`src/common/src_pkg.sv`:
```
// package with register map, field positions, reset values and timing for the reset control block
// Functional notes
// - five reset causes accepted
// - power-on resets core, peripherals, test port
// - pin reset spares test port logic
// - brown-out acts as pin reset while low; here it does not reset the tap pin config
// - brown-out reset disabled until enabled
// - brown-out gives interrupt or reset
// - three peripheral reset registers, set then clear
// - reset bits match clock gating positions
// - all clock domains of unit reset
// - core request resets system, then boots
// - watchdog resets core and peripherals only
// - cause bits set, sticky across resets
// - power-on clears other cause bits
// - hold reset until power-on detect ends
// - boot fetches stack, counter, instruction
// - read-only identification registers provided
// - watchdog second time-out resets system
package src_pkg;
  // register byte offsets
  localparam logic [11:0] OFS_IDENT0     = 12'h000;
  localparam logic [11:0] OFS_IDENT1     = 12'h004;
  localparam logic [11:0] OFS_CAP0       = 12'h008;
  localparam logic [11:0] OFS_CAP4       = 12'h018;
  localparam logic [11:0] OFS_BROWNOUT   = 12'h030;
  localparam logic [11:0] OFS_CAUSE      = 12'h05c;
  localparam logic [11:0] OFS_SOFT0      = 12'h040;
  localparam logic [11:0] OFS_SOFT1      = 12'h044;
  localparam logic [11:0] OFS_SOFT2      = 12'h048;
  localparam logic [11:0] OFS_STATUS     = 12'h050;
  // brownout control fields
  localparam int BIT_BO_RESET_EN = 1;
  localparam int BIT_BO_INT_EN   = 2;
  // cause register fields
  localparam int BIT_CAUSE_PIN   = 0;
  localparam int BIT_CAUSE_POR   = 1;
  localparam int BIT_CAUSE_BROWNOUT = 2;
  localparam int BIT_CAUSE_WDT   = 3;
  localparam int BIT_CAUSE_SW    = 4;
  localparam int CAUSE_W         = 5;
  // status register fields
  localparam int BIT_ST_BROWNOUT = 0;
  localparam int BIT_ST_BOOT     = 1;
  // reset values
  localparam logic [31:0] RST_BROWNOUT = 32'h0000_0000;
  localparam logic [31:0] RST_SOFT     = 32'h0000_0000;
  localparam logic [4:0]  RST_CAUSE    = 5'h00;
  // timing: internal reset held for at least this after a source ends
  localparam int HOLD_NS     = 200;
  localparam int CLK_NS      = 20;
  localparam int HOLD_CYCLES = (HOLD_NS + CLK_NS - 1) / CLK_NS;
  localparam int BOOT_STEPS  = 3;
  localparam int NUM_SOFT    = 3;
  // sequencer states, one-hot
  typedef enum logic [3:0] {
    SEQ_HOLD    = 4'b0001,
    SEQ_STACK   = 4'b0010,
    SEQ_COUNTER = 4'b0100,
    SEQ_RUN     = 4'b1000
  } src_seq_type;
endpackage : src_pkg

```
`src/common/src_soft_if.sv`:
```
// interface carrying per-peripheral software reset pulses between modules
`timescale 1ns/1ps
`default_nettype none
interface src_soft_if #(parameter int W = 32);
  logic [W-1:0] set_bits;   // bits written by software
  logic [W-1:0] rst_pulse;  // reset while bit set and one cycle after it clears
  modport ctl (input set_bits, output rst_pulse);
  modport usr (output set_bits, input rst_pulse);
endinterface : src_soft_if
`default_nettype wire

```
`src/rtl/src_sync.sv`:
```
// two flip-flop synchroniser for asynchronous level inputs
`timescale 1ns/1ps
`default_nettype none
module src_sync #(
  parameter int W = 1
) (
  input  wire logic         clk_i,
  input  wire logic         rst_n_i,
  input  wire logic [W-1:0] rst_val_i,
  input  wire logic [W-1:0] d_i,
  output var  logic [W-1:0] q_o
);
  logic [W-1:0] meta; // first stage, read only by q_o
  // plain two-stage capture; reset clears both stages to zero for every bit
  always_ff @(posedge clk_i or negedge rst_n_i) begin
    if (!rst_n_i) begin
      meta <= '0;
      q_o  <= '0;
    end else begin
      meta <= d_i;
      q_o  <= meta;
    end
  end
  // rst_val_i kept for callers that want a polarity hint; not stored
  logic unused_rst_val;
  assign unused_rst_val = ^rst_val_i;
endmodule : src_sync
`default_nettype wire

```
`src/rtl/src_soft_pulse.sv`:
```
// stretcher turning software bits into a reset held while set and one cycle after clear
`timescale 1ns/1ps
`default_nettype none
module src_soft_pulse #(
  parameter int W = 32
) (
  input  wire logic clk_i,
  input  wire logic rst_n_i,
  src_soft_if.ctl   sif
);
  logic [W-1:0] prev; // last cycle's software bits
  // a peripheral is held in reset while its bit is set and for one cycle after it clears
  always_ff @(posedge clk_i or negedge rst_n_i) begin
    if (!rst_n_i) begin
      prev <= '0;
    end else begin
      prev <= sif.set_bits;
    end
  end
  // while the bit is high the unit is held too, so all its domains see reset
  assign sif.rst_pulse = prev | sif.set_bits;
endmodule : src_soft_pulse
`default_nettype wire

```
`src/rtl/src_reset_ctrl.sv`:
```
// reset control top: source merge, release sequencer, cause record and APB registers
//
// The APB slave port and the register addresses are this design's own decisions.
`timescale 1ns/1ps
`default_nettype none
module src_reset_ctrl #(
  parameter int          PW     = 32,             // peripherals per soft reset register
  parameter logic [31:0] IDENT0 = 32'h1234_0001,  // arbitrary neutral value
  parameter logic [31:0] IDENT1 = 32'h5678_0002,  // arbitrary neutral value
  parameter logic [31:0] CAP0   = 32'h0000_00ff   // arbitrary feature word
) (
  input  wire logic               clk_i,
  input  wire logic               resetn_i,
  // reset sources
  input  wire logic               ext_reset_n_i,     // board reset pin, active low
  input  wire logic               power_on_detect_i, // high while supply ramps
  input  wire logic               brownout_detect_i, // high while supply below threshold
  input  wire logic               system_reset_request_i, // core request, same clock
  input  wire logic               watchdog_reset_i,  // second time-out, same clock
  input  wire logic               test_mode_pin0_i,
  input  wire logic               test_mode_pin1_i,
  // apb slave
  input  wire logic               psel_i,
  input  wire logic               penable_i,
  input  wire logic               pwrite_i,
  input  wire logic [11:0]        paddr_i,
  input  wire logic [31:0]        pwdata_i,
  output logic      [31:0]        prdata_o,
  output logic                    pready_o,
  output logic                    pslverr_o,
  // reset outputs, active low; brownout interrupt active high
  output logic                    core_reset_n_o,
  output logic                    periph_reset_n_o,
  output logic                    tap_reset_n_o,
  output logic                    tap_pin_cfg_reset_n_o,
  output logic [3*PW-1:0]         periph_unit_reset_n_o,
  output logic                    brownout_irq_o,
  // boot fetch steps
  output src_pkg::src_seq_type    boot_state_o,
  output logic                    fetch_stack_o,
  output logic                    fetch_counter_o,
  output logic                    run_o
);
  import src_pkg::*;

  // local reset released through two flops
  logic [1:0] rst_pipe;
  logic       rst_n;
  always_ff @(posedge clk_i or negedge resetn_i) begin
    if (!resetn_i) begin
      rst_pipe <= 2'b00;
    end else begin
      rst_pipe <= {rst_pipe[0], 1'b1};
    end
  end
  assign rst_n = rst_pipe[1];

  // pin and detector inputs cross into the clock domain
  logic [2:0] async_in;
  logic [2:0] sync_q;
  logic       pin_low;     // synchronised pin asserted
  logic       por_act;     // synchronised power-on detect
  logic       bo_act;      // synchronised brownout level
  assign async_in = {brownout_detect_i, power_on_detect_i, ~ext_reset_n_i};
  src_sync #(.W(3)) u_sync (
    .clk_i     (clk_i),
    .rst_n_i   (rst_n),
    .rst_val_i (3'b000),
    .d_i       (async_in),
    .q_o       (sync_q)
  );
  assign pin_low = sync_q[0];
  assign por_act = sync_q[1];
  assign bo_act  = sync_q[2];

  // test mode pins have no function; read them so nothing floats
  logic unused_test;
  assign unused_test = test_mode_pin0_i | test_mode_pin1_i;

  // registers written by software
  logic [31:0] brownout_ctrl_reg;
  logic [31:0] soft_reg [NUM_SOFT];
  logic [CAUSE_W-1:0] reset_cause_reg;
  logic        brownout_reset_enable;
  assign brownout_reset_enable = brownout_ctrl_reg[BIT_BO_RESET_EN];

  // merged system reset request from all system-wide sources
  logic bo_reset;     // brownout reset path gated by enable
  logic sys_src;      // any source that resets core and peripherals
  assign bo_reset = bo_act & brownout_reset_enable;
  assign sys_src  = pin_low | por_act | bo_reset
                  | system_reset_request_i | watchdog_reset_i;
  assign brownout_irq_o = bo_act & brownout_ctrl_reg[BIT_BO_INT_EN];

  // hold counter keeps internal reset after every source ends
  logic [7:0] hold_cnt;
  logic       hold_done;
  assign hold_done = (hold_cnt == 8'(HOLD_CYCLES));
  always_ff @(posedge clk_i or negedge rst_n) begin
    if (!rst_n) begin
      hold_cnt <= 8'h00;
    end else if (sys_src) begin
      hold_cnt <= 8'h00;
    end else if (!hold_done) begin
      hold_cnt <= hold_cnt + 8'h01;
    end
  end

  // boot sequencer: hold, fetch stack, fetch counter, run
  src_seq_type state;
  src_seq_type next_state;
  always_comb begin
    next_state = state;
    unique case (state)
      SEQ_HOLD:    if (hold_done && !sys_src) next_state = SEQ_STACK;
      SEQ_STACK:   next_state = sys_src ? SEQ_HOLD : SEQ_COUNTER;
      SEQ_COUNTER: next_state = sys_src ? SEQ_HOLD : SEQ_RUN;
      SEQ_RUN:     if (sys_src) next_state = SEQ_HOLD;
      default:     next_state = SEQ_HOLD;
    endcase
  end
  always_ff @(posedge clk_i or negedge rst_n) begin
    if (!rst_n) begin
      state <= SEQ_HOLD;
    end else begin
      state <= next_state;
    end
  end
  assign boot_state_o    = state;
  assign fetch_stack_o   = (state == SEQ_STACK);
  assign fetch_counter_o = (state == SEQ_COUNTER);
  assign run_o           = (state == SEQ_RUN);

  // domain resets: core and peripherals follow the sequencer, tap only power-on, tap pin config power-on or pin
  logic in_reset;
  assign in_reset = (state == SEQ_HOLD);
  always_ff @(posedge clk_i or negedge rst_n) begin
    if (!rst_n) begin
      core_reset_n_o        <= 1'b0;
      periph_reset_n_o      <= 1'b0;
      tap_reset_n_o         <= 1'b0;
      tap_pin_cfg_reset_n_o <= 1'b0;
    end else begin
      core_reset_n_o        <= ~in_reset;
      periph_reset_n_o      <= ~in_reset;
      tap_reset_n_o         <= ~por_act;
      tap_pin_cfg_reset_n_o <= ~(por_act | pin_low);
    end
  end

  // per-peripheral software resets, same bit positions as clock gating
  src_soft_if #(.W(3*PW)) sif ();
  genvar g;
  for (g = 0; g < NUM_SOFT; g++) begin : g_soft
    assign sif.set_bits[g*PW +: PW] = soft_reg[g][PW-1:0];
  end
  src_soft_pulse #(.W(3*PW)) u_soft (
    .clk_i   (clk_i),
    .rst_n_i (rst_n),
    .sif     (sif)
  );
  always_ff @(posedge clk_i or negedge rst_n) begin
    if (!rst_n) begin
      periph_unit_reset_n_o <= '0;
    end else begin
      periph_unit_reset_n_o <= ~(sif.rst_pulse | {3*PW{in_reset}});
    end
  end

  // apb decode
  logic wr_en;
  logic rd_sel;
  logic hit;
  assign wr_en  = psel_i & penable_i & pwrite_i;
  assign rd_sel = psel_i & ~pwrite_i;
  assign hit = (paddr_i == OFS_IDENT0) || (paddr_i == OFS_IDENT1)
            || (paddr_i >= OFS_CAP0 && paddr_i <= OFS_CAP4 && paddr_i[1:0] == 2'b00)
            || (paddr_i == OFS_BROWNOUT) || (paddr_i == OFS_CAUSE)
            || (paddr_i == OFS_SOFT0) || (paddr_i == OFS_SOFT1)
            || (paddr_i == OFS_SOFT2) || (paddr_i == OFS_STATUS);
  assign pready_o  = 1'b1;
  assign pslverr_o = psel_i & penable_i & ~hit;

  // cause events, sampled on the rising edge of each source
  logic [CAUSE_W-1:0] src_now;
  logic [CAUSE_W-1:0] src_prev;
  logic [CAUSE_W-1:0] src_rise;
  assign src_now = {system_reset_request_i, watchdog_reset_i, bo_reset, por_act, pin_low};
  assign src_rise = src_now & ~src_prev;
  logic cause_wr;
  assign cause_wr = wr_en && (paddr_i == OFS_CAUSE);
  always_ff @(posedge clk_i or negedge rst_n) begin
    if (!rst_n) begin
      src_prev <= '0;
    end else begin
      src_prev <= src_now;
    end
  end
  // cause register lives outside the system reset; set wins over software clear
  always_ff @(posedge clk_i or negedge rst_n) begin
    if (!rst_n) begin
      reset_cause_reg <= RST_CAUSE;
    end else if (src_rise[BIT_CAUSE_POR]) begin
      reset_cause_reg <= CAUSE_W'(1) << BIT_CAUSE_POR;
    end else if (cause_wr) begin
      reset_cause_reg <= (reset_cause_reg & pwdata_i[CAUSE_W-1:0]) | src_rise;
    end else begin
      reset_cause_reg <= reset_cause_reg | src_rise;
    end
  end

  // control register writes; these survive system resets by design
  always_ff @(posedge clk_i or negedge rst_n) begin
    if (!rst_n) begin
      brownout_ctrl_reg <= RST_BROWNOUT;
      for (int i = 0; i < NUM_SOFT; i++) soft_reg[i] <= RST_SOFT;
    end else if (wr_en) begin
      if (paddr_i == OFS_BROWNOUT) brownout_ctrl_reg <= pwdata_i & 32'h0000_0006;
      if (paddr_i == OFS_SOFT0) soft_reg[0] <= pwdata_i;
      if (paddr_i == OFS_SOFT1) soft_reg[1] <= pwdata_i;
      if (paddr_i == OFS_SOFT2) soft_reg[2] <= pwdata_i;
    end
  end

  // read mux; identification words are constants
  logic [31:0] rd_mux;
  assign rd_mux = (paddr_i == OFS_IDENT0)   ? IDENT0 :
                  (paddr_i == OFS_IDENT1)   ? IDENT1 :
                  (paddr_i == OFS_CAP0)     ? CAP0 :
                  (paddr_i == OFS_BROWNOUT) ? brownout_ctrl_reg :
                  (paddr_i == OFS_CAUSE)    ? {27'h0, reset_cause_reg} :
                  (paddr_i == OFS_SOFT0)    ? soft_reg[0] :
                  (paddr_i == OFS_SOFT1)    ? soft_reg[1] :
                  (paddr_i == OFS_SOFT2)    ? soft_reg[2] :
                  (paddr_i == OFS_STATUS)   ? {30'h0, run_o, bo_act} :
                  32'h0000_0000;
  // read data registered at setup so it is stable in the access phase
  always_ff @(posedge clk_i or negedge rst_n) begin
    if (!rst_n) begin
      prdata_o <= 32'h0000_0000;
    end else if (rd_sel && !penable_i) begin
      prdata_o <= rd_mux;
    end
  end

  // assertions
  property p_tap_kept;
    @(posedge clk_i) disable iff (!rst_n)
      (!por_act && $past(!por_act)) |=> tap_reset_n_o;
  endproperty
  a_tap_kept: assert property (p_tap_kept) else $error("tap reset without power-on");

  // a disabled brownout must not knock a running core back into reset
  property p_bo_gated;
    @(posedge clk_i) disable iff (!rst_n)
      (run_o && bo_act && !brownout_reset_enable && !pin_low && !por_act
       && !system_reset_request_i && !watchdog_reset_i) |=> run_o;
  endproperty
  a_bo_gated: assert property (p_bo_gated) else $error("brownout reset while disabled");

  property p_sys_hold;
    @(posedge clk_i) disable iff (!rst_n)
      sys_src |=> ##1 !core_reset_n_o;
  endproperty
  a_sys_hold: assert property (p_sys_hold) else $error("core not reset by source");

  property p_boot_order;
    @(posedge clk_i) disable iff (!rst_n)
      (fetch_stack_o && !sys_src) |=> fetch_counter_o;
  endproperty
  a_boot_order: assert property (p_boot_order) else $error("boot order broken");

  property p_hold_por;
    @(posedge clk_i) disable iff (!rst_n)
      por_act |=> (state == SEQ_HOLD);
  endproperty
  a_hold_por: assert property (p_hold_por) else $error("released during power-on");

  property p_por_only;
    @(posedge clk_i) disable iff (!rst_n)
      src_rise[BIT_CAUSE_POR] |=> (reset_cause_reg == (CAUSE_W'(1) << BIT_CAUSE_POR));
  endproperty
  a_por_only: assert property (p_por_only) else $error("power-on cause not alone");

  property p_cause_sticky;
    @(posedge clk_i) disable iff (!rst_n)
      (src_rise[BIT_CAUSE_WDT] && !src_rise[BIT_CAUSE_POR]) |=> reset_cause_reg[BIT_CAUSE_WDT];
  endproperty
  a_cause_sticky: assert property (p_cause_sticky) else $error("watchdog cause lost");

  // every unit whose bit was set is held two cycles later, and the core runs on
  property p_soft_unit;
    @(posedge clk_i) disable iff (!rst_n)
      (|sif.set_bits && !in_reset && !sys_src) |=> ##1
        ((($past(sif.set_bits, 2) & periph_unit_reset_n_o) == '0) && core_reset_n_o);
  endproperty
  a_soft_unit: assert property (p_soft_unit) else $error("soft reset wrong scope");

  property p_wdt_release;
    @(posedge clk_i) disable iff (!rst_n)
      $fell(sys_src) |-> ##[1:40] fetch_stack_o;
  endproperty
  a_wdt_release: assert property (p_wdt_release) else $error("no boot after release");

  c_por:  cover property (@(posedge clk_i) disable iff (!rst_n) $fell(por_act) ##[1:40] run_o);
  c_wdt:  cover property (@(posedge clk_i) disable iff (!rst_n) watchdog_reset_i ##[1:40] run_o);
  c_bo:   cover property (@(posedge clk_i) disable iff (!rst_n) bo_reset);
  c_soft: cover property (@(posedge clk_i) disable iff (!rst_n) $fell(soft_reg[1][3]));
endmodule : src_reset_ctrl
`default_nettype wire

```
`config.mk`:
```
export PLATFORM = sky130hd
export DESIGN_NAME = src_reset_ctrl
export DESIGN_NICKNAME = d
export VERILOG_FILES = /design/src/common/src_pkg.sv /design/src/common/src_soft_if.sv /design/src/rtl/src_sync.sv /design/src/rtl/src_soft_pulse.sv /design/src/rtl/src_reset_ctrl.sv
export SDC_FILE = /design/constraint.sdc
export NUM_CORES = 1
export LEC_CHECK = 0
export CAP_MARGIN = 20
export CORE_UTILIZATION = 50
export CTS_CLUSTER_SIZE = 10
export DETAILED_ROUTE_END_ITERATION = 8
export DONT_BUFFER_PORTS = 1
export GPL_TIMING_DRIVEN = 0
export HOLD_SLACK_MARGIN = 0.06
export PLACE_DENSITY = 0.68
export SKIP_LAST_GASP = 1
export SLEW_MARGIN = 20
export SYNTH_ARGS = -nofsm -noshare
export SYNTH_HDL_FRONTEND = slang
export SYNTH_SLANG_ARGS = --single-unit
```
`constraint.sdc`:
```
create_clock -name clk_i -period 19.4 [get_ports clk_i]
set_input_delay 1.94 -clock clk_i [delete_from_list [all_inputs] [get_ports clk_i]]
set_output_delay 1.94 -clock clk_i [all_outputs]
set_load 0.01 [all_outputs]
```
; ---- Yosys cells after proc, flatten, opt, wreduce, memory -nomap -nowiden
; Cells that the tools add are included.
[word_totals]
rom_bits = 0
ramBits = 0
in_bits = 56
ff_bits = 355
wordCells = 100
mem_count = 0
latch_bits = 0
out_inout_bits = 142
[classes]
bitwise = 24
n_mux = 18
n_lt_le_gt_ge = 2
n_div = 0
mul = 0
shift = 0
addsub = 1
reduce_logical = 22
eq_ne = 16
[op_table]
columns = cell, count
row1 = $mux W32, 8
row2 = $or A96 B96 Y96, 2
row3 = $not A96 Y96, 1
row4 = $eq A12 B7 Y1 const B, 5
row5 = $mux W8, 2
row6 = $pmux W4 S4, 1
row7 = $eq A12 B3 Y1 const B, 1
row8 = $eq A12 B4 Y1 const B, 1
row9 = $eq A12 B6 Y1 const B, 1
row10 = $ge A12 B4 Y1 const B, 1
row11 = $le A12 B5 Y1 const B, 1
row12 = $logic_not A12 Y1, 1
row13 = $mux W4, 3
row14 = $and A5 B5 Y5, 2
row15 = $mux W5, 2
row16 = $or A5 B5 Y5, 2
row17 = $reduce_and A2 Y1, 5
row18 = $add A8 B1 Y8 const B, 1
row19 = $eq A8 B4 Y1 const B, 1
row20 = $logic_or A1 B1 Y1, 8
row21 = $and A1 B1 Y1, 6
row22 = $not A1 Y1, 6
row23 = $logic_and A1 B1 Y1, 5
row24 = $not A5 Y5, 1
row25 = 11 further kinds, 16

; ---- Depth between registers and ports, before layout
; Gate-level depths: netlist (run 1).
[logic_depth]
word_depth = 12
depth_mapped = 8
mapped_depth_nobuf = 7

; ---- Cells and area by module
; A second synthesis (run 1) with hierarchy kept.
[hier_totals]
cells_unflattened = 993
area_unflattened_um2 = 12953.7
[by_module_without_submodules]
columns = module, area_per_inst_um2, instances, seq_area_each_um2, cells_per_inst
row1 = src_reset_ctrl, 9800.6, 1, 6332.3, 795
row2 = src_soft_pulse, 3002.9, 1, 2402.3, 192
row3 = src_sync, 150.1, 1, 150.1, 6

; ---- Worst setup path before layout (run 1)
; OpenSTA, ideal clock, no wires.
[synth_path]
kind = in2out
from = input port paddr_i[9]
to = output port pslverr_o
stages = 5
slack_ns = 14.459
path_buffers = 1
arrival_ns = 3.001
t_required_ns = 17.460
path_cell_list = nor4_2 -> and2_1 -> clkbuf_1 -> o21ai_0 -> and4_1
[synth_between]
elab_chain_len = 12
word_cells_on_any_way = 22
cone_classes = 2 x order compare / 7 x eq/ne / 2 x bitwise / 11 x reduce/logical
[synth_lines]
columns = element, line
row1 = from (decl), src_reset_ctrl.sv:26  ; input wire logic [11:0] paddr_i,
row2 = $ge A12 B4 Y1 or $le A12 B5 Y1 (tied branches), src_reset_ctrl.sv:177  ; || (paddr_i >= OFS_CAP0 && paddr_i <= OFS_CAP4 && paddr_i[1:0] == 2'b00)
row3 = $logic_and A1 B1 Y1 (2 in series), src_reset_ctrl.sv:177
row4 = $logic_or A1 B1 Y1, src_reset_ctrl.sv:177
row5 = $logic_or A1 B1 Y1 (2 in series), src_reset_ctrl.sv:178  ; || (paddr_i == OFS_BROWNOUT) || (paddr_i == OFS_CAUSE)
row6 = $logic_or A1 B1 Y1 (2 in series), src_reset_ctrl.sv:179  ; || (paddr_i == OFS_SOFT0) || (paddr_i == OFS_SOFT1)
row7 = $logic_or A1 B1 Y1, src_reset_ctrl.sv:180  ; || (paddr_i == OFS_SOFT2) || (paddr_i == OFS_STATUS);
row8 = $logic_or A1 B1 Y1 (*), src_reset_ctrl.sv:180
row9 = $not A1 Y1 (*), src_reset_ctrl.sv:182  ; assign pslverr_o = psel_i & penable_i & ~hit;
row10 = $and A1 B1 Y1 (*), src_reset_ctrl.sv:182
row11 = to (decl), src_reset_ctrl.sv:30  ; output logic pslverr_o,
; Every way passes the cells marked *; elsewhere a longest branch is shown, timed or not.

; ---- Final worst setup path (run 1)
[layout_path]
from = input port paddr_i[2]
to = output port pslverr_o
; Same word-level chain as after synthesis.

==> results of run 1 <==
## worst max-delay path, delay by kind of cell
family	cells	cell delay (ns)
AO/OA/AOI/OAI	2	0.46
buffers and inverters	2	0.80
AND/OR/NAND/NOR	1	0.32
## report_power, final
part / total (W) / internal (W) / leakage, nW / switching (W)
Sequential: 0.000753 / 0.000746 / 4.89 / 0.00000646
Clock: 0.000660 / 0.000390 / 0.542 / 0.000269
Combinational: 0.0000382 / 0.0000103 / 1.77 / 0.0000279
## logic make-up (layout without fill, tap and decap cells)
kind of cell | after synthesis | in the layout | synth area share (%)
flops | 355 | 355 | 70.1
compound gates | 131 | 131 | 7.21
fa+ha+maj | 2 | 2 | 0.197
xor+xnor | 8 | 8 | 0.553
mux | 99 | 99 | 9.67
buf+inv | 63 | 117 | 2.23
simple gates | 250 | 250 | 10.0
other cells | 1 | 2 | 0.0296
## final cells by class
type	count	area [um^2]	area share, %
Clock inverter	2	13.8	0.0959
Sequential cell	355	8890	61.9
Inverter	12	45.0	0.314
Multi-Input combinational cell	492	3510	24.5
Tap cell	324	405	2.82
Clock buffer	46	1090	7.57
Buffer	51	238	1.66
Timing Repair Buffer	6	165	1.15
## through the flow
stage	hold WS [ns]	cells
6_report	0.309	1288
5_1_grt	0.346	1288
4_1_cts	0.324	1288
3_5_place_dp	0.316	1240
3_3_place_gp	0.332	1234
2_1_floorplan	0.331	910
## synth_stat cells (2+ instances only)
master / number
o21ai_0: 19
nor4_2: 2
buf_1: 4
o311ai_0: 2
inv_1: 11
xnor2_1: 3
buf_6: 3
nand2_1: 43
nor2_1: 34
nand2b_1: 5
nor4b_1: 3
o21a_1: 20
o21ai_1: 17
buf_4: 3
nor4_1: 2
a32oi_1: 3
nor3_1: 100
o221ai_1: 21
buf_2: 10
a21oi_1: 17
clkbuf_1: 31
o211ai_1: 3
nand3_1: 14
a21boi_0: 8
and3_1: 10
o311ai_1: 6
nand4_1: 2
dfrtp_1: 354
nor2b_1: 22
a31oi_1: 2
nand2_2: 2
mux2_4: 30
mux2_1: 31
ha_1: 2
xor2_1: 5
mux2_2: 37
and2_1: 4
## placed cells by master, fill, tap and decap left out, types with 17 or more instances in the layout
cell type    n
mux2_1      31
clkbuf_16   43
nor2_1      34
dfrtp_1    353
clkbuf_1    34
nor2b_1     22
o21ai_1     17
nand2_1     43
nor3_1     100
o21ai_0     19
mux2_2      37
a21oi_1     17
mux2_4      30
o21a_1      20
o221ai_1    21
## routing by layer
layer / routed length [um] / vias up
met4: 848 / 0
met1: 13500 / 3900
met2: 14700 / 248
li1: - / 3291
met5: 0 / -
met3: 2080 / 59
## how the worst max path moves through the flow
stage	to	from	cells after the start
2_1_floorplan	boot_state_o[1]	rst_pipe[1]	0
3_3_place_gp	periph_unit_reset_n_o[6]	rst_pipe[1]	0
3_5_place_dp	pslverr_o	paddr_i[9]	5
4_1_cts	pslverr_o	paddr_i[9]	5
5_1_grt	pslverr_o	paddr_i[9]	5
6_report	pslverr_o	paddr_i[2]	5
==> run summary, run 1 <==
Outcome = completed
Io pins = 198
Top cells by area, synth = dfrtp_1, nor3_1, mux2_4
Longest Clk Path Bufs = 3
Starting DRT DRC Count = 536
Minimum clock period = 5.46 ns
Avg Cell Area, Syn = 13.9 um^2
Final instance area = 0.0144 mm^2
Total negative slack = 0 ns
Seq cells post-synth = 355
Leading register cell type out of synthesis = dfrtp_1
Global-route wire length before repair = 48700 um
PD cells = 101 mW/mm^2
Warnings from Yosys = 0
Initial core utilization = 51.5%
Critical path startpoint category = input pin
Unique masters post-synth = 61
Crit path largest cell delay = 0.56 ns
Rows = 57
Antenna violation net count after detailed routing = 0
Worst path required time = 17.46 ns
CTS Hold Buffers Added = 0
Met2 Use GR = 39.4%
Util after Layout = 58.3%
Drt total wl = 31100 um
Synth-to-Final Area Change = 13.2%
Total CTS buffers = 41
Cell Area, Synth = 0.0127 mm^2
Crit share post-route = 28.2%
Pre-antenna DRT Iters = 7
FFs w/ async S/R, synth = 100%
Nets@finish = 1017
Chip width = 161 um
Ant. Diodes = 0
Global route overflow = 0
H-tree levels = 2
EDFF count, synth = 0
Root Buffer = clkbuf_16
Total GRT Usage = 25.0%
Area share of the largest cell type after synthesis = 69.9%
Reg clk slew, reported paths = 0.05 ns
Overall power = 0.00145 W
CTS tree = yes
GR peak layer = met2
Via count = 7498
Peak supply drop = 0.0579 mV
Worst setup EP type = primary output
# Max-Cap Violations = 0
Detailed placer's ending HPWL = 20500 um
# fillers = 1937
Max Slew Vio Count = 0
Post-Synthesis Cells = 909
Area leader, netlist = dfrtp_1
Grt met1 use = 34.2%
Critical path class = input pin to primary output
Die footprint = 0.0260 mm^2
Final Skew = 0.00950 ns
DIE HEIGHT = 161 um
Vias per cell = 5.82
Initial antenna violation count = 0
Slew headroom = 28.9%
Post-CTS Resized = 0
FF-to-FF End = periph_unit_reset_n_o[85]
R2R depth = 5
Crit-path slowest cell = buf_1
Crit Reg-Reg Startpoint = boot_state_o[0]
Worst-path fanout max = 10
Postcts setup bufs = 0
Vias in the first global route = 7866
Worst-path cell chain = buf_2 > buf_1 > o32ai_1 > a32oi_1 > and4_1
Placed inst area = 0.0133 mm^2
Met3 Resource Use GR = 6.42%
Num Clock Sinks = 355
PortBufs = 0
Final Wtd Congestion = 0.896
Final number of hold-violating endpoints = 0
Reg2Reg Setup Slack = 16.60 ns
Sequential area share after synthesis = 70.1%
Clock latency on the worst-skew pair = 0.52 ns
Final setup margin = 13.94 ns
Worst slew pin tran = 1.05 ns
Dpl ws = 13.97 ns
Fmax = 183 MHz
CORE AREA = 0.0246 mm^2
Largest net degree at the start of global routing = 57
Hold/Removal Path Class = flop to asynchronous set/reset pin
RSZ-0062 raised after global routing = false
Avg WL per Cell = 24.2 um
Leak = 7.21 nW
Final setup violation count = 0
Remaining DRCs = 0
Crit path DAT = 3.52 ns
Ratio of cells with drive above 1 in the final layout = 15.0%
(Power assumes the default switching activity.)
==> run 2, diff against run 1 <==
--- a/config.mk
+++ b/config.mk
@@ -12,7 +12,7 @@
 export DONT_BUFFER_PORTS = 1
 export GPL_TIMING_DRIVEN = 0
 export HOLD_SLACK_MARGIN = 0.06
-export PLACE_DENSITY = 0.68
+export PLACE_DENSITY = 0.71
 export SKIP_LAST_GASP = 1
 export SLEW_MARGIN = 20
 export SYNTH_ARGS = -nofsm -noshare
==> constraint.sdc (replaced) <==
create_clock -name clk_i -period 4.4 [get_ports clk_i]
set_input_delay 0.44 -clock clk_i [delete_from_list [all_inputs] [get_ports clk_i]]
set_output_delay 0.44 -clock clk_i [all_outputs]
set_load 0.01 [all_outputs]
==> run 2 against run 1 <==
Effect of this change: combinational power grew to 5.4 times the previous value; global-route usage is 0.39 points higher; wire length is 1.5% higher; power grew to 4.4 times the previous value; setup slack worse by 12 ns; critical path type is now flop to flop; largest cell class unchanged.
==> run summary, run 2 (synthesis results as in run 1) <==
Vias per cell = 5.78 (-0.66%)
R2R depth = 5 (unchanged)
Postcts setup bufs = 0 (unchanged)
Worst-path fanout max = 10 (unchanged)
Initial core utilization = 51.5% (unchanged)
Largest net degree at the start of global routing = 60 (+5.3%)
H-tree levels = 2 (unchanged)
DIE HEIGHT = 161 um (unchanged)
Total GRT Usage = 25.4% (+0.39 points)
Rows = 57 (unchanged)
Crit path DAT = 2.98 ns (-0.54 ns)
Critical path startpoint category = flop
Post-CTS Resized = 0 (unchanged)
Placed inst area = 0.0133 mm^2 (about the same)
Critical path class = flop to flop
Peak supply drop = 0.270 mV (+370%)
Synth-to-Final Area Change = 16.4%
Worst-path cell chain = nand2_1 > nor2_1 > clkbuf_1 > buf_1 > nor3_1
Dpl ws = 1.70 ns (-12.27 ns)
Crit. Startpoint = boot_state_o[0]
Hold/Removal Path Class = input pin to flop
Longest Clk Path Bufs = 3 (unchanged)
Most common cell after layout, fill and taps aside = dfrtp_1
Ant. Diodes = 0 (unchanged)
Pre-antenna DRT Iters = 5 (-2)
Hold depth = 1
Die footprint = 0.0260 mm^2 (unchanged)
Leak = 7.37 nW (+2.2%)
Remaining DRCs = 0 (unchanged)
Finished Layout Cells = 1332 (+3.4%)
Clk network pwr share = 45.3% (-0.2 points)
Worst path required time = 4.76 ns (-12.70 ns)
Detailed placer's ending HPWL = 20700 um (+0.99%)
Reg power frac = 51.5% (-0.4 points)
Final Wtd Congestion = 0.887 (-1.0%)
Starting DRT DRC Count = 644 (+20%)
Cells after DPL = 1241 (+0.081%)
Combinational share of power = 3.2% (+0.6 points)
Final instance area = 0.0148 mm^2 (+2.8%)
Root Buffer = clkbuf_16
Worst setup EP type = flop
Total CTS buffers = 41 (unchanged)
Io pins = 198 (unchanged)
Nets@finish = 1056 (+3.8%)
Avg WL per Cell = 23.7 um (-1.9%)
Crit share post-route = 59.7%
Critical Path End = periph_unit_reset_n_o[94]
Minimum clock period = 2.63 ns
Final setup violation count = 0 (unchanged)
Worst slew pin tran = 0.968 ns (-0.0834 ns)
Max Slew Vio Count = 0 (unchanged)
Reg clk slew, reported paths = 0.06 ns (about the same)
Crit path largest cell delay = 0.60 ns (+0.04 ns)
Internal = 0.00508 W (+340%)
Overall power = 0.00644 W (+340%)
Sw frac = 21.1% (+0.17 points)
Initial antenna violation count = 0 (unchanged)
Antenna violation net count after detailed routing = 0 (unchanged)
Slew headroom = 34.6% (+5.6 points)
Most frequent cells in the layout = dfrtp_1, nor3_1, nand2_1
Ratio of cells with drive above 1 in the final layout = 14.4% (-0.66 points)
Global-route wire length before repair = 49500 um (+1.7%)
Via count = 7703 (+2.7%)
FF-to-FF End = periph_unit_reset_n_o[94]
Outcome = completed
Clock latency on the worst-skew pair = 0.52 ns (about the same)
Global route overflow = 0 (unchanged)
Reg2Reg Setup Slack = 1.77 ns (-14.83 ns)
CORE AREA = 0.0246 mm^2 (unchanged)
Final number of hold-violating endpoints = 0 (unchanged)
Chip width = 161 um (unchanged)
Num Clock Sinks = 355 (unchanged)
Total net switching power = 0.00136 W (+350%)
Final Skew = 0.00879 ns (-0.000710 ns)
Sequential cell area = 0.00889 mm^2 (unchanged)
Fmax = 381 MHz
# Max-Cap Violations = 0 (unchanged)
RSZ-0062 raised after global routing = false
PD cells = 437 mW/mm^2 (+330%)
# fillers = 1953 (+0.83%)
Crit-path slowest cell = dfstp_2
Drt total wl = 31600 um (+1.5%)
Util after Layout = 60.0% (+1.6 points)
Final setup margin = 1.77 ns (-12.16 ns)
CTS tree = yes
Crit Reg-Reg Startpoint = boot_state_o[0]
Vias in the first global route = 8050 (+2.3%)
PortBufs = 0 (unchanged)
Multi-input gate area = 0.00351 mm^2 (unchanged)
==> run 2: layer usage <==
layer / GRT usage [%] / routed length, um / up-vias
met2: 38.9 / 14500 / 290
met4: 8.96 / 1030 / 0
met3: 6.32 / 2200 / 69
met5: 0 / 0 / -
met1: 35.5 / 13800 / 3981
li1: - / - / 3363
==> run 2: how the worst min path moves through the flow <==
stage / slack, ns / start / endpoint
after floorplan: 0.14 / resetn_i / rst_pipe[0]
after global placement: 0.14 / resetn_i / rst_pipe[0]
after detailed placement: 0.14 / resetn_i / rst_pipe[0]
after CTS: 0.06 / pwdata_i[13] / sif.set_bits[13]
after global routing: 0.06 / pwdata_i[23] / sif.set_bits[87]
final: 0.07 / pwdata_i[1] / sif.set_bits[65]
==> run 2: worst max-delay path: cells and delay by family, from the launching register on <==
kind          cells  cell delay (ns)
buf+inv           2             1.13
simple gates      3             0.74
flops             1             0.60
==> run 2: stage by stage <==
step,setup TNS (ns),hold slack (ns)
6_report,0,0.0740
5_1_grt,0,0.0601
4_1_cts,0,0.0615
3_5_place_dp,0,0.144
3_3_place_gp,-60.45,0.144
2_1_floorplan,0,0.144
==> run 2: final cells by class <==
cell class | count | share of cell area (%)
Tap cell | 324 | 2.75
Clock buffer | 52 | 7.45
Sequential cell | 355 | 60.2
Timing Repair Buffer | 45 | 3.73
Inverter | 12 | 0.305
Multi-Input combinational cell | 492 | 23.8
Clock inverter | 1 | 0.110
Buffer | 51 | 1.61
==> run 2: what timing repair did <==
item	CTS	global route
setup endpoints to repair	0	0
hold endpoints to repair	90	0
hold buffers	38	0
==> run 2: power by group through the flow <==
stage                     clock network, W  logic [W]  registers (W)
after floorplan                          0  0.0000645        0.00341
after global placement                   0  0.0000939        0.00343
after detailed placement                 0   0.000171        0.00337
after CTS                          0.00297   0.000208        0.00332
after global routing               0.00311   0.000230        0.00332
final                              0.00292   0.000206        0.00332
==> run 3, diff against run 2 <==
--- a/config.mk
+++ b/config.mk
@@ -12,7 +12,7 @@
 export DONT_BUFFER_PORTS = 1
 export GPL_TIMING_DRIVEN = 0
 export HOLD_SLACK_MARGIN = 0.06
-export PLACE_DENSITY = 0.71
+export PLACE_DENSITY = 0.68
 export SKIP_LAST_GASP = 1
 export SLEW_MARGIN = 20
 export SYNTH_ARGS = -nofsm -noshare
==> constraint.sdc (replaced) <==
create_clock -name clk_i -period 2.5 [get_ports clk_i]
set_input_delay 0.25 -clock clk_i [delete_from_list [all_inputs] [get_ports clk_i]]
set_output_delay 0.25 -clock clk_i [all_outputs]
set_load 0.01 [all_outputs]
==> run 3 against run 2 <==
Effect of this change: power grew 77%; register-to-register slack lost 1.4 ns; combinational power increased by 76%; largest cell class unchanged; largest power group unchanged.
==> run summary, run 3 (synthesis results as in run 1) <==
Outcome = completed
PD cells = 773 mW/mm^2 (+77%)
Longest Clk Path Bufs = 3 (unchanged)
Total GRT Usage = 24.8% (-0.64 points)
Most frequent cells in the layout = dfrtp_1, nor3_1, nand2_1, clkbuf_16, dlygate4sd3_1
Die footprint = 0.0260 mm^2 (unchanged)
Vias in the first global route = 8104 (+0.67%)
Final instance area = 0.0148 mm^2 (+0.22%)
Root Buffer = clkbuf_16
Drt total wl = 30900 um (-2.2%)
Reg clk slew, reported paths = 0.05 ns (about the same)
Global-route wire length before repair = 48200 um (-2.6%)
RSZ-0062 raised after global routing = false
Slew headroom = 28.8% (-5.7 points)
Via count = 7553 (-1.9%)
Wire length on met2 = 14400 um (-0.96%)
Crit share post-route = 88.4%
Max Slew Vio Count = 0 (unchanged)
Crit path DAT = 1.96 ns (-1.02 ns)
Postcts setup bufs = 0 (unchanged)
Peak supply drop = 0.825 mV (+210%)
Minimum clock period = 2.21 ns
Final Skew = 0.0121 ns (+0.00330 ns)
Fmax = 453 MHz
Global route overflow = 0 (unchanged)
Worst path required time = 2.25 ns (-2.51 ns)
Placed inst area = 0.0132 mm^2 (about the same)
Num Clock Sinks = 355 (unchanged)
Hold/Removal Path Class = input pin to flop
Uppermost layer routed = met4
Crit path largest cell delay = 0.63 ns (+0.03 ns)
Starting DRT DRC Count = 550 (-15%)
Util after Layout = 60.1% (+0.13 points)
Remaining DRCs = 0 (unchanged)
Clock latency on the worst-skew pair = 0.52 ns (about the same)
DIE HEIGHT = 161 um (unchanged)
Detailed placer's ending HPWL = 20400 um (-1.5%)
Vias per cell = 5.67 (-1.9%)
Avg WL per Cell = 23.2 um (-2.2%)
Worst Path Buf+Inv = 1 (-1)
Critical path startpoint category = input pin
Final setup violation count = 0 (unchanged)
Final number of hold-violating endpoints = 0 (unchanged)
Met3 wire len = 2160 um (-1.5%)
Largest net degree at the start of global routing = 61 (+1.7%)
Synth-to-Final Area Change = 16.6%
Rows = 57 (unchanged)
Final Wtd Congestion = 0.902 (+1.7%)
Initial antenna violation count = 0 (unchanged)
Most common cell after layout, fill and taps aside = dfrtp_1
H-tree levels = 2 (unchanged)
CORE AREA = 0.0246 mm^2 (unchanged)
Pre-antenna DRT Iters = 6 (+1)
Total negative slack = 0 ns (unchanged)
Leak = 7.39 nW (+0.25%)
Worst slew pin tran = 1.05 ns (+0.0848 ns)
Total CTS buffers = 41 (unchanged)
Critical path class = input pin to primary output
Ratio of cells with drive above 1 in the final layout = 14.8% (+0.41 points)
Initial core utilization = 51.5% (unchanged)
# Max-Cap Violations = 0 (unchanged)
Crit-path slowest cell = nor4_2
Nets@finish = 1056 (unchanged)
Worst-path fanout max = 8 (-2)
Crit-path leading delay family = simple AND/OR/NAND/NOR gates
CTS tree = yes
Io pins = 198 (unchanged)
Antenna violation net count after detailed routing = 0 (unchanged)
DRT met1 WL = 13400 um (-3.0%)
PortBufs = 0 (unchanged)
Chip width = 161 um (unchanged)
Worst setup EP type = primary output
Hold WS = 0.100 ns (+0.0262 ns)
Worst-path cell chain = nor4_2 > and2_1 > clkbuf_1 > o21ai_0 > and4_1
==> run 3: cell count changes in the layout (fill, tap and decap cells not counted), sizes merged <==
cell,change
inv,+1
dlygate4sd3,+1
bufinv,+1
clkinv,-1
buf,-1
diode,+1
clkbuf,-2
==> run 3: through the flow <==
stage | total power [W] | setup slack, ns | instances
after global routing | 0.0118 | 0.158 | 1331
after global placement | 0.00620 | -2.14 | 1234
after floorplan | 0.00611 | -1.00 | 910
final | 0.0114 | 0.291 | 1332
after CTS | 0.0115 | 0.136 | 1331
after detailed placement | 0.00624 | -0.250 | 1240
==> run 3: area by class of cell <==
class	count	area (um^2)
fill	1919	9820
sequential	355	8890
multi-input combinational	492	3520
clock buffer	50	1100
timing repair buffer	45	548
tap	324	405
buffer	51	241
inverter	12	45.0
clock inverter	2	38.8
antenna	1	2.50
==> run 3: worst min-delay path, cell delays in order <==
cell	delay, ns
nand3_1	0.10
nor2_4	0.06
nand2_1	0.06
o21ai_0	0.09
==> run 3: repair_timing <==
item,4_1_cts,5_1_grt
gates resized for setup,3,1
hold buffers,39,0
setup endpoints to repair,30,8
hold endpoints to repair,112,0
==> run 3: final timing paths <==
| kind | from | endpoint | slack [ns] | depth (start not counted) |
|---|---|---|---|---|
| setup / recovery | paddr_i[9] | pslverr_o | 0.29 | 5 |
| hold / removal | psel_i | brownout_ctrl_reg[1] | 0.10 | 4 |
| setup reg to reg | boot_state_o[1] | prdata_o[1] | 0.35 | 5 |
| hold reg to reg | rst_pipe[1] | u_soft.prev[61] | 0.33 | 0 |
| max in group asynchronous | rst_pipe[1] | u_soft.prev[72] | 0.88 | 3 |
| min in group asynchronous | rst_pipe[1] | u_soft.prev[61] | 0.33 | 0 |
==> run 3: metal layers <==
layer  GRT usage (%)  up-vias
li1                -     3369
met1            33.9     3863
met2            38.3      257
met3            6.50       64
met4            9.18        0
met5               0        -
==> run 3: report_power, final <==
part           internal (W)  switching (W)
Sequential          0.00579      0.0000508
Combinational      0.000120       0.000242
Clock               0.00316        0.00208
Total               0.00907        0.00237
